===== config.mk =====
export PLATFORM = sky130hd
export DESIGN_NAME = ctlm_maint_lockdown
export DESIGN_NICKNAME = d
export VERILOG_FILES = /design/src/ctlm_victim_ctr.v /design/src/ctlm_maint_lockdown.v
export VERILOG_INCLUDE_DIRS = /design/src
export SDC_FILE = /design/constraint.sdc
export NUM_CORES = 2
export LEC_CHECK = 0
export BUFFER_PORTS_ARGS = -buffer_cell sky130_fd_sc_hd__buf_2
export CORE_AREA = 2 2 263 265
export DETAILED_ROUTE_END_ITERATION = 10
export DIE_AREA = 0 0 265 267
export HOLD_SLACK_MARGIN = 0.1
export PLACE_DENSITY = 0.79
export SLEW_MARGIN = 10
export SYNTH_ARGS = -nofsm -noshare
export SYNTH_HDL_FRONTEND = slang
export SYNTH_SLANG_ARGS = --single-unit
export TNS_END_PERCENT = 1

===== constraint.sdc =====
create_clock -name ref_clk_in -period 12.4 [get_ports ref_clk_in]
set_input_delay 1.24 -clock ref_clk_in [delete_from_list [all_inputs] [get_ports ref_clk_in]]
set_output_delay 1.24 -clock ref_clk_in [all_outputs]
set_load 0.01 [all_outputs]

===== src/ctlm_defines.vh =====
`ifndef CTLM_DEFINES_VH
`define CTLM_DEFINES_VH
// =========================================
// Major register numbers
`define CTLM_REG_CACHE_OPS 4'h7
`define CTLM_REG_TLB_OPS 4'h8
`define CTLM_REG_CACHE_LOCK 4'h9
`define CTLM_REG_TLB_LOCK 4'ha
`define CTLM_REG_PROC_ID 4'hd
// =========================================
// Minor register / secondary opcode codes
`define CTLM_CRM_0 4'h0
`define CTLM_CRM_1 4'h1
`define CTLM_CRM_5 4'h5
`define CTLM_CRM_6 4'h6
`define CTLM_CRM_7 4'h7
`define CTLM_CRM_10 4'ha
`define CTLM_CRM_13 4'hd
`define CTLM_CRM_14 4'he
`define CTLM_OP2_0 3'h0
`define CTLM_OP2_1 3'h1
`define CTLM_OP2_2 3'h2
`define CTLM_OP2_4 3'h4
// =========================================
// Field positions
`define CTLM_BASE_HI 31
`define CTLM_BASE_LO 26
`define CTLM_TVIC_HI 25
`define CTLM_TVIC_LO 20
`define CTLM_PRES_BIT 0
`define CTLM_SEG_HI 7
`define CTLM_SEG_LO 5
`define CTLM_PID_HI 31
`define CTLM_PID_LO 25
// =========================================
// Reset values and limits
`define CTLM_PTR_ZERO 6'h00
`define CTLM_PTR_ONE 6'h01
`define CTLM_PTR_MAX 6'h3f
`define CTLM_PID_ZERO 7'h00
`define CTLM_WORD_ZERO 32'h0000_0000
`define CTLM_LFSR_SEED 6'h2d
`define CTLM_REGION_BITS 7
`endif


===== src/ctlm_victim_ctr.v =====
`timescale 1ns/1ps
`include "ctlm_defines.vh"
// =========================================
// Victim pointer with base wrap
module ctlm_victim_ctr (
  // Clock and reset
  input wire ref_clk_in,
  input wire rst_n_in,
  // Control
  input wire load_in,
  input wire [5:0] load_val_in,
  input wire advance_in,
  input wire random_in,
  input wire [5:0] base_in,
  // State
  output reg [5:0] victim_out
);
  reg [5:0] lfsr;
  reg [5:0] next_victim;
  reg [5:0] span;
  always @* begin
    span = `CTLM_PTR_MAX - base_in;
    if (random_in) begin
      // Random pick kept inside base..63
      next_victim = base_in + ((span == `CTLM_PTR_MAX) ? lfsr : (lfsr % (span + `CTLM_PTR_ONE)));
    end else if (victim_out >= `CTLM_PTR_MAX || victim_out < base_in) begin
      next_victim = base_in;
    end else begin
      next_victim = victim_out + `CTLM_PTR_ONE;
    end
  end
  always @(posedge ref_clk_in) begin
    if (!rst_n_in) begin
      victim_out <= `CTLM_PTR_ZERO;
      lfsr <= `CTLM_LFSR_SEED;
    end else begin
      lfsr <= {lfsr[4:0], lfsr[5] ^ lfsr[4]};
      if (load_in) begin
        victim_out <= load_val_in;
      end else if (advance_in) begin
        victim_out <= next_victim;
      end
    end
  end
endmodule


===== src/ctlm_maint_lockdown.v =====
`timescale 1ns/1ps
`include "ctlm_defines.vh"
module ctlm_maint_lockdown (
  // Clock and reset
  input wire ref_clk_in,
  input wire rst_n_in,
  // Coprocessor transfer from the core
  input wire cp_wr_in,
  input wire cp_rd_in,
  input wire [3:0] cp_major_in,
  input wire [3:0] cp_minor_in,
  input wire [2:0] cp_op2_in,
  input wire [31:0] cp_wdata_in,
  output reg [31:0] cp_rdata_out,
  output wire core_stall_out,
  // Policy and system events
  input wire replacement_policy_select_in,
  input wire interrupt_in,
  input wire wbuf_empty_in,
  input wire instruction_cache_fill_in,
  input wire [2:0] instruction_cache_fill_seg_in,
  input wire data_cache_fill_in,
  input wire [2:0] data_cache_fill_seg_in,
  input wire itlb_fill_in,
  input wire dtlb_fill_in,
  // Address relocation
  input wire [31:0] core_addr_in,
  output wire [31:0] reloc_addr_out,
  // Cache maintenance commands
  output reg instruction_cache_inv_all_out,
  output reg data_cache_inv_all_out,
  output reg instruction_cache_inv_line_out,
  output reg data_cache_inv_line_out,
  output reg instruction_cache_prefetch_out,
  output reg data_cache_clean_out,
  output reg data_cache_clean_inv_out,
  output reg data_cache_by_index_out,
  output reg [31:0] maint_operand_out,
  output reg low_power_out,
  // TLB maintenance commands
  output reg itlb_inv_all_out,
  output reg dtlb_inv_all_out,
  output reg itlb_inv_entry_out,
  output reg dtlb_inv_entry_out,
  // Victim selection
  output wire [5:0] instruction_cache_victim_out,
  output wire [5:0] data_cache_victim_out,
  output wire [5:0] itlb_victim_out,
  output wire [5:0] dtlb_victim_out,
  output wire itlb_fill_preserve_out,
  output wire dtlb_fill_preserve_out
);
  // =========================================
  // State
  localparam ST_RUN = 2'b00;
  localparam ST_DRAIN = 2'b01;
  localparam ST_WAIT = 2'b10;
  reg [1:0] state;
  reg [1:0] next_state;
  reg irq_s1;
  reg irq_s2;
  reg [5:0] ic_base;
  reg [5:0] dc_base;
  reg [5:0] itlb_base;
  reg [5:0] dtlb_base;
  reg itlb_pres;
  reg dtlb_pres;
  reg [6:0] process_identifier;
  wire [5:0] ic_vic [0:7];
  wire [5:0] dc_vic [0:7];
  wire [5:0] itlb_vic;
  wire [5:0] dtlb_vic;

  function hit;
    input [3:0] major;
    input [3:0] minor;
    input [2:0] op2;
    input [3:0] want_major;
    input [3:0] want_minor;
    input [2:0] want_op2;
    begin
      hit = (major == want_major) && (minor == want_minor) && (op2 == want_op2);
    end
  endfunction

  wire wr_c7 = cp_wr_in && cp_major_in == `CTLM_REG_CACHE_OPS;
  wire wr_c8 = cp_wr_in && cp_major_in == `CTLM_REG_TLB_OPS;
  wire wr_c9 = cp_wr_in && cp_major_in == `CTLM_REG_CACHE_LOCK;
  wire wr_c10 = cp_wr_in && cp_major_in == `CTLM_REG_TLB_LOCK;
  wire wr_c13 = cp_wr_in && cp_major_in == `CTLM_REG_PROC_ID;
  wire c9_full = wr_c9 && cp_minor_in == `CTLM_CRM_0;
  wire c9_seg = wr_c9 && cp_minor_in == `CTLM_CRM_1;
  wire sel_d = cp_op2_in == `CTLM_OP2_0;
  wire sel_i = cp_op2_in == `CTLM_OP2_1;
  wire [5:0] wr_base = cp_wdata_in[`CTLM_BASE_HI:`CTLM_BASE_LO];
  wire [2:0] wr_seg = cp_wdata_in[`CTLM_SEG_HI:`CTLM_SEG_LO];
  wire do_drain = wr_c7 && hit(cp_major_in, cp_minor_in, cp_op2_in,
    `CTLM_REG_CACHE_OPS, `CTLM_CRM_10, `CTLM_OP2_4);
  wire do_wait = wr_c7 && hit(cp_major_in, cp_minor_in, cp_op2_in,
    `CTLM_REG_CACHE_OPS, `CTLM_CRM_0, `CTLM_OP2_4);

  // =========================================
  // Interrupt synchroniser
  always @(posedge ref_clk_in) begin
    if (!rst_n_in) begin
      irq_s1 <= 1'b0;
      irq_s2 <= 1'b0;
    end else begin
      irq_s1 <= interrupt_in;
      irq_s2 <= irq_s1;
    end
  end

  // =========================================
  // Stall sequencer
  always @* begin
    next_state = state;
    case (state)
      ST_RUN: begin
        if (do_drain) begin
          next_state = ST_DRAIN;
        end else if (do_wait) begin
          next_state = ST_WAIT;
        end
      end
      ST_DRAIN: begin
        if (wbuf_empty_in) begin
          next_state = ST_RUN;
        end
      end
      ST_WAIT: begin
        if (irq_s2) begin
          next_state = ST_RUN;
        end
      end
      default: begin
        next_state = ST_RUN;
      end
    endcase
  end
  // Stall is combinational so the core holds in the command's next cycle
  assign core_stall_out = (state != ST_RUN) && (next_state != ST_RUN);
  always @(posedge ref_clk_in) begin
    if (!rst_n_in) begin
      state <= ST_RUN;
      low_power_out <= 1'b0;
    end else begin
      state <= next_state;
      low_power_out <= (next_state == ST_WAIT);
    end
  end

  // =========================================
  // Maintenance command decode, one-cycle pulses
  always @(posedge ref_clk_in) begin
    if (!rst_n_in) begin
      instruction_cache_inv_all_out <= 1'b0;
      data_cache_inv_all_out <= 1'b0;
      instruction_cache_inv_line_out <= 1'b0;
      data_cache_inv_line_out <= 1'b0;
      instruction_cache_prefetch_out <= 1'b0;
      data_cache_clean_out <= 1'b0;
      data_cache_clean_inv_out <= 1'b0;
      data_cache_by_index_out <= 1'b0;
      maint_operand_out <= `CTLM_WORD_ZERO;
      itlb_inv_all_out <= 1'b0;
      dtlb_inv_all_out <= 1'b0;
      itlb_inv_entry_out <= 1'b0;
      dtlb_inv_entry_out <= 1'b0;
    end else begin
      instruction_cache_inv_all_out <= wr_c7 && cp_op2_in == `CTLM_OP2_0 &&
        (cp_minor_in == `CTLM_CRM_7 || cp_minor_in == `CTLM_CRM_5);
      data_cache_inv_all_out <= wr_c7 && cp_op2_in == `CTLM_OP2_0 &&
        (cp_minor_in == `CTLM_CRM_7 || cp_minor_in == `CTLM_CRM_6);
      instruction_cache_inv_line_out <= wr_c7 && hit(cp_major_in, cp_minor_in, cp_op2_in,
        `CTLM_REG_CACHE_OPS, `CTLM_CRM_5, `CTLM_OP2_1);
      data_cache_inv_line_out <= wr_c7 && hit(cp_major_in, cp_minor_in, cp_op2_in,
        `CTLM_REG_CACHE_OPS, `CTLM_CRM_6, `CTLM_OP2_1);
      instruction_cache_prefetch_out <= wr_c7 && hit(cp_major_in, cp_minor_in, cp_op2_in,
        `CTLM_REG_CACHE_OPS, `CTLM_CRM_13, `CTLM_OP2_1);
      // Clean and clean-invalidate share the address/index select
      data_cache_clean_out <= wr_c7 && cp_minor_in == `CTLM_CRM_10 &&
        (sel_i || cp_op2_in == `CTLM_OP2_2);
      data_cache_clean_inv_out <= wr_c7 && cp_minor_in == `CTLM_CRM_14 &&
        (sel_i || cp_op2_in == `CTLM_OP2_2);
      data_cache_by_index_out <= wr_c7 && cp_op2_in == `CTLM_OP2_2;
      if (wr_c7 || wr_c8) begin
        maint_operand_out <= cp_wdata_in;
      end
      itlb_inv_all_out <= wr_c8 && sel_d &&
        (cp_minor_in == `CTLM_CRM_7 || cp_minor_in == `CTLM_CRM_5);
      dtlb_inv_all_out <= wr_c8 && sel_d &&
        (cp_minor_in == `CTLM_CRM_7 || cp_minor_in == `CTLM_CRM_6);
      itlb_inv_entry_out <= wr_c8 && sel_i && cp_minor_in == `CTLM_CRM_5;
      dtlb_inv_entry_out <= wr_c8 && sel_i && cp_minor_in == `CTLM_CRM_6;
    end
  end

  // =========================================
  // Lockdown and identifier registers
  always @(posedge ref_clk_in) begin
    if (!rst_n_in) begin
      ic_base <= `CTLM_PTR_ZERO;
      dc_base <= `CTLM_PTR_ZERO;
      itlb_base <= `CTLM_PTR_ZERO;
      dtlb_base <= `CTLM_PTR_ZERO;
      itlb_pres <= 1'b0;
      dtlb_pres <= 1'b0;
      process_identifier <= `CTLM_PID_ZERO;
    end else begin
      if (c9_full && sel_i) begin
        ic_base <= wr_base;
      end
      if (c9_full && sel_d) begin
        dc_base <= wr_base;
      end
      if (wr_c10 && sel_i) begin
        itlb_base <= wr_base;
        itlb_pres <= cp_wdata_in[`CTLM_PRES_BIT];
      end
      if (wr_c10 && sel_d) begin
        dtlb_base <= wr_base;
        dtlb_pres <= cp_wdata_in[`CTLM_PRES_BIT];
      end
      if (wr_c13) begin
        process_identifier <= cp_wdata_in[`CTLM_PID_HI:`CTLM_PID_LO];
      end
    end
  end

  // =========================================
  // Cache victim counters, one per segment
  genvar g;
  generate
    for (g = 0; g < 8; g = g + 1) begin : seg
      ctlm_victim_ctr u_ic (
        .ref_clk_in(ref_clk_in),
        .rst_n_in(rst_n_in),
        .load_in(sel_i && (c9_full || (c9_seg && wr_seg == g))),
        .load_val_in(wr_base),
        .advance_in(instruction_cache_fill_in && instruction_cache_fill_seg_in == g),
        .random_in(!replacement_policy_select_in),
        .base_in(ic_base),
        .victim_out(ic_vic[g])
      );
      ctlm_victim_ctr u_dc (
        .ref_clk_in(ref_clk_in),
        .rst_n_in(rst_n_in),
        .load_in(sel_d && (c9_full || (c9_seg && wr_seg == g))),
        .load_val_in(wr_base),
        .advance_in(data_cache_fill_in && data_cache_fill_seg_in == g),
        .random_in(!replacement_policy_select_in),
        .base_in(dc_base),
        .victim_out(dc_vic[g])
      );
    end
  endgenerate
  // Victim shown is the one the pending fill uses before it advances
  assign instruction_cache_victim_out = ic_vic[instruction_cache_fill_seg_in];
  assign data_cache_victim_out = dc_vic[data_cache_fill_seg_in];

  // =========================================
  // TLB victim counters, always round-robin
  // Below the base a TLB victim keeps counting up; only 63 reloads the base
  ctlm_victim_ctr u_itlb (
    .ref_clk_in(ref_clk_in),
    .rst_n_in(rst_n_in),
    .load_in(wr_c10 && sel_i),
    .load_val_in(cp_wdata_in[`CTLM_TVIC_HI:`CTLM_TVIC_LO]),
    .advance_in(itlb_fill_in),
    .random_in(1'b0),
    .base_in(itlb_vic < itlb_base ? `CTLM_PTR_ZERO : itlb_base),
    .victim_out(itlb_vic)
  );
  ctlm_victim_ctr u_dtlb (
    .ref_clk_in(ref_clk_in),
    .rst_n_in(rst_n_in),
    .load_in(wr_c10 && sel_d),
    .load_val_in(cp_wdata_in[`CTLM_TVIC_HI:`CTLM_TVIC_LO]),
    .advance_in(dtlb_fill_in),
    .random_in(1'b0),
    .base_in(dtlb_vic < dtlb_base ? `CTLM_PTR_ZERO : dtlb_base),
    .victim_out(dtlb_vic)
  );
  assign itlb_victim_out = itlb_vic;
  assign dtlb_victim_out = dtlb_vic;
  assign itlb_fill_preserve_out = itlb_pres;
  assign dtlb_fill_preserve_out = dtlb_pres;

  // =========================================
  // Read data, registered; undefined low bits read as zero
  always @(posedge ref_clk_in) begin
    if (!rst_n_in) begin
      cp_rdata_out <= `CTLM_WORD_ZERO;
    end else if (cp_rd_in) begin
      case (cp_major_in)
        `CTLM_REG_CACHE_LOCK: begin
          cp_rdata_out <= {sel_i ? ic_base : dc_base, 26'h0};
        end
        `CTLM_REG_TLB_LOCK: begin
          cp_rdata_out <= sel_i ? {itlb_base, itlb_vic, 19'h0, itlb_pres} :
            {dtlb_base, dtlb_vic, 19'h0, dtlb_pres};
        end
        `CTLM_REG_PROC_ID: begin
          cp_rdata_out <= {process_identifier, 25'h0};
        end
        // Command registers read as zero; software never reads them
        default: begin
          cp_rdata_out <= `CTLM_WORD_ZERO;
        end
      endcase
    end
  end

  // =========================================
  // Low-region relocation by identifier
  wire low_region = core_addr_in[`CTLM_PID_HI:`CTLM_PID_LO] == `CTLM_PID_ZERO;
  assign reloc_addr_out = low_region ?
    {process_identifier, core_addr_in[`CTLM_PID_LO-1:0]} : core_addr_in;
endmodule


==> results.py <==
metrics = {
    "status": {
        "run_status": "finished clean",
    },
    "worst_setup_path": {
        "critPathKind": "reg2reg",
        "worst_setup_path_end_kind": "flop",
        "worstPathArrival_ps": 12090,
        "start_kind": "flop",
        "slowest_stage_cell_on_the_critical_path": "or4_1",
        "worstPathRequired_ps": 12860,
        "critical-path-max-stage-delay_ps": 740,
        "timing.critical_path.fanout_max": 13,
    },
    "cells_and_area": {
        "postLayoutCoreUtil_pct": 58.5,
        "layout_common_cells": "558 x ha_1, 517 x a21oi_1, 466 x nand2_1",
        "regArea_um2": 5990,
        "area_growth_syn_to_layout_pct": 7.39,
        "drive_gt1_share_pct": 9.51,
        "layout.filler_cells": 6106,
        "multi_input_combinational_cell_area_um2": 29300,
        "stdcell_count": 5811,
        "finalNetCount": 5575,
        "layout_commonest_cell": "ha_1",
    },
    "grt": {
        "first_global_vias": 34200,
        "grt_max_degree": 91,
        "initial_antenna_violation_count": 6,
        "globalRouteTotalUtil_pct": 31.7,
        "grt_remaining_overflow": 0,
        "wire_length_of_the_first_global_routing_pass_mm": 183,
    },
    "floorplan": {
        "design.core.area_um2": 68000,
        "floorplan.rows": 96,
        "pin_count": 228,
        "die_h_um": 267,
        "initial_core_util_pct": 54.4,
        "die_w_um": 265,
        "design.die.area_um2": 70800,
    },
    "sta": {
        "final.setup_skew_ps": 55.9,
        "totalNegativeSetupSlack_ps": 0,
        "final_hold_fails": 0,
        "final_number_of_max_transition_violations": 0,
        "timing.final.setup_violations": 0,
        "min_period_over_period_pct": 93.8,
        "setup_slack_ps": 773,
        "max-slew-margin-rel_pct": 25.2,
        "finalHoldWorstSlack_ps": 449,
        "tightest_slew_ps": 1110,
        "fin_crit_ps": 11630,
        "achievable-frequency_mhz": 86.0,
    },
    "drt": {
        "route.detailed.vias_per_inst": 6.40,
        "via_count": 37200,
        "drt_first_pass_iters": 6,
        "drtAntennaViolNets": 0,
        "remaining_drcs": 0,
        "drt_first_iter_violations": 3881,
        "routed_wire_length_per_instance_um": 20.0,
        "total_wire_length_mm": 116,
    },
    "clocking": {
        "clock_sinks": 299,
        "cts-root-buf": "clkbuf_16",
        "post_cts_buffers": 0,
        "clkSlewWorstSetupHoldPaths_ps": 60,
        "cts_tree": "done",
        "clock_tree.htree_level_count": 2,
        "source_to_sink_clock_delay_at_the_later_pin_of_the_worst_skew_pair_ps": 610,
        "numCtsBuffers": 39,
        "clk_path_buf_depth": 3,
    },
    "placed_design": {
        "port_buffer_count": 158,
        "hpwlAfterDp_mm": 82.4,
        "number_of_placed_cells_counting_well_taps": 5734,
        "place.gp.congestion": 0.954,
        "pre_cts_slack_ps": 604,
    },
    "min_path": {
        "worst_hold_path_type": "reg2reg",
    },
    "synthesis": {
        "synth_async_sr_flop_share_pct": 0,
        "avgSynthCellArea_um2": 7.60,
        "ys_seq_area_share_pct": 16.2,
        "synthDominantAreaCellType": "ha_1",
        "ys.warnings.count": 0,
        "netlist.area_leader.share_pct": 18.9,
        "netlist_area_um2": 37000,
        "synth_register_bits": 299,
        "synthesis.instances": 4869,
        "postSynth.topFlopCell": "dfxtp_1",
        "post_synth_edffs": 0,
        "synth_area_leaders": "ha_1 19%, dfxtp_1 16%, a21oi_1 7.1%",
        "synth.lib_cells_used.distinct": 98,
    },
    "pwr": {
        "p_leak_nw": 17.2,
        "ir_worst_vdd_uv": 109,
        "power.density_nw_per_um2": 173,
    },
    "flow_run": {
        "cap_viol_max_count": 0,
    },
}
## cell families (layout without fill, tap and decap cells)
logic type / count (synthesis) / in the layout / synth area share (%)
AOI/OAI and AO/OA: 1591 / 1591 / 26.7
and+or+nand+nor: 1470 / 1470 / 18.3
adders and majority gates: 590 / 590 / 20.6
buffers and inverters: 436 / 472 / 4.97
DFF: 299 / 299 / 16.2
xor gates and xnor gates: 290 / 290 / 6.86
muxes: 192 / 192 / 6.35
other: 1 / 25 / 0.0101
## critical path: cells and delay by family, from the launching register on
kind	cells	cell delay [ps]
buf+inv	1	410
simple gates	11	2360
flops	1	310
compound gates	22	4720
mux	2	850
fa+ha+maj	8	2530
xor+xnor	1	320
## stage by stage
| step | total power, W | area [um2] |
|---|---|---|
| 2_1_floorplan | 0.00473 | 37100 |
| 3_3_place_gp | 0.00542 | 38300 |
| 3_5_place_dp | 0.00551 | 38300 |
| 4_1_cts | 0.00677 | 39700 |
| 5_1_grt | 0.00744 | 39700 |
| 6_report | 0.00687 | 39700 |
## sequential cells by signal, indices dropped and copies added (netlist names), 2 cells and up
| register | cells |
|---|---|
| cp_rdata_out | 13 |
| dc_base | 6 |
| dtlb_base | 6 |
| ic_base | 6 |
| itlb_base | 6 |
| maint_operand_out | 32 |
| process_identifier | 7 |
| seg.u_dc.lfsr | 48 |
| seg.u_dc.victim_out | 48 |
| seg.u_ic.lfsr | 48 |
| seg.u_ic.victim_out | 48 |
| state | 2 |
| u_dtlb.victim_out | 6 |
| u_itlb.victim_out | 6 |
## final timing paths
check / slack, ps / start / endpoint / cells after the start
worst max-delay path: 770 / dc_base[1] / seg[2].u_dc.victim_out[4] / 45
worst min-delay path: 450 / maint_operand_out[30] / maint_operand_out[30] / 2
worst max register to register: 770 / dc_base[1] / seg[2].u_dc.victim_out[4] / 45
worst min register to register: 450 / maint_operand_out[30] / maint_operand_out[30] / 2
## report_power, final
group          switching (W)  internal (W)  leakage (nW)
logic                0.00253       0.00201          14.1
registers          0.0000832       0.00101          2.45
clock network       0.000514      0.000720         0.658
total                0.00313       0.00374          17.2
## per-layer routing
layer | part of all wire (%) | global-route usage [%] | vias up
met4 | 4.9 | 15.0 | 2
met1 | 42 | 41.8 | 17300
li1 | - | - | 17800
met2 | 44 | 50.9 | 1724
met5 | 0.011 | 0 | -
met3 | 9.1 | 4.83 | 378
## cell usage after synthesis (10+ instances only)
library cell and n:
ha_1 558, a21oi_1 524, nand2_1 467, nor2_1 421, o21ai_0 333, dfxtp_1 299
xnor2_1 201, inv_1 179, clkbuf_1 177, a21o_1 159, nand3_1 128, nor3_1 124
o21a_1 104, xor2_1 89, mux2_2 85, mux2i_1 79, nand2b_1 71, a211oi_1 65
a31oi_1 61, and3_1 58, and2_1 52, o211ai_1 50, o22ai_1 49, buf_4 47
o21bai_1 35, fa_1 32, o21ai_1 30, nor2b_1 27, mux4_2 24, or3_1 23
o22a_1 18, buf_1 16, a311oi_1 15, nor4_1 15, nor3b_1 13, or2_2 13
o31ai_1 12, a2111oi_0 11, nor4b_1 11, a2bb2oi_1 10, nand3b_1 10, o221ai_1 10
## area by class of cell
type                            count  area share (%)
Multi-Input combinational cell   4152            73.8
Sequential cell                   299            15.1
Timing Repair Buffer              216            3.10
Clock buffer                       54            2.80
Tap cell                          882            2.78
Inverter                          185            1.76
Clock inverter                     17           0.630
Antenna cell                        6          0.0378
## timing repair
| item | 4_1_cts | 5_1_grt |
|---|---|---|
| gates resized for setup | 0 | 8 |
| hold buffers | 0 | 0 |
| setup endpoints to repair | 0 | 12 |
(Power assumes the default switching activity.)
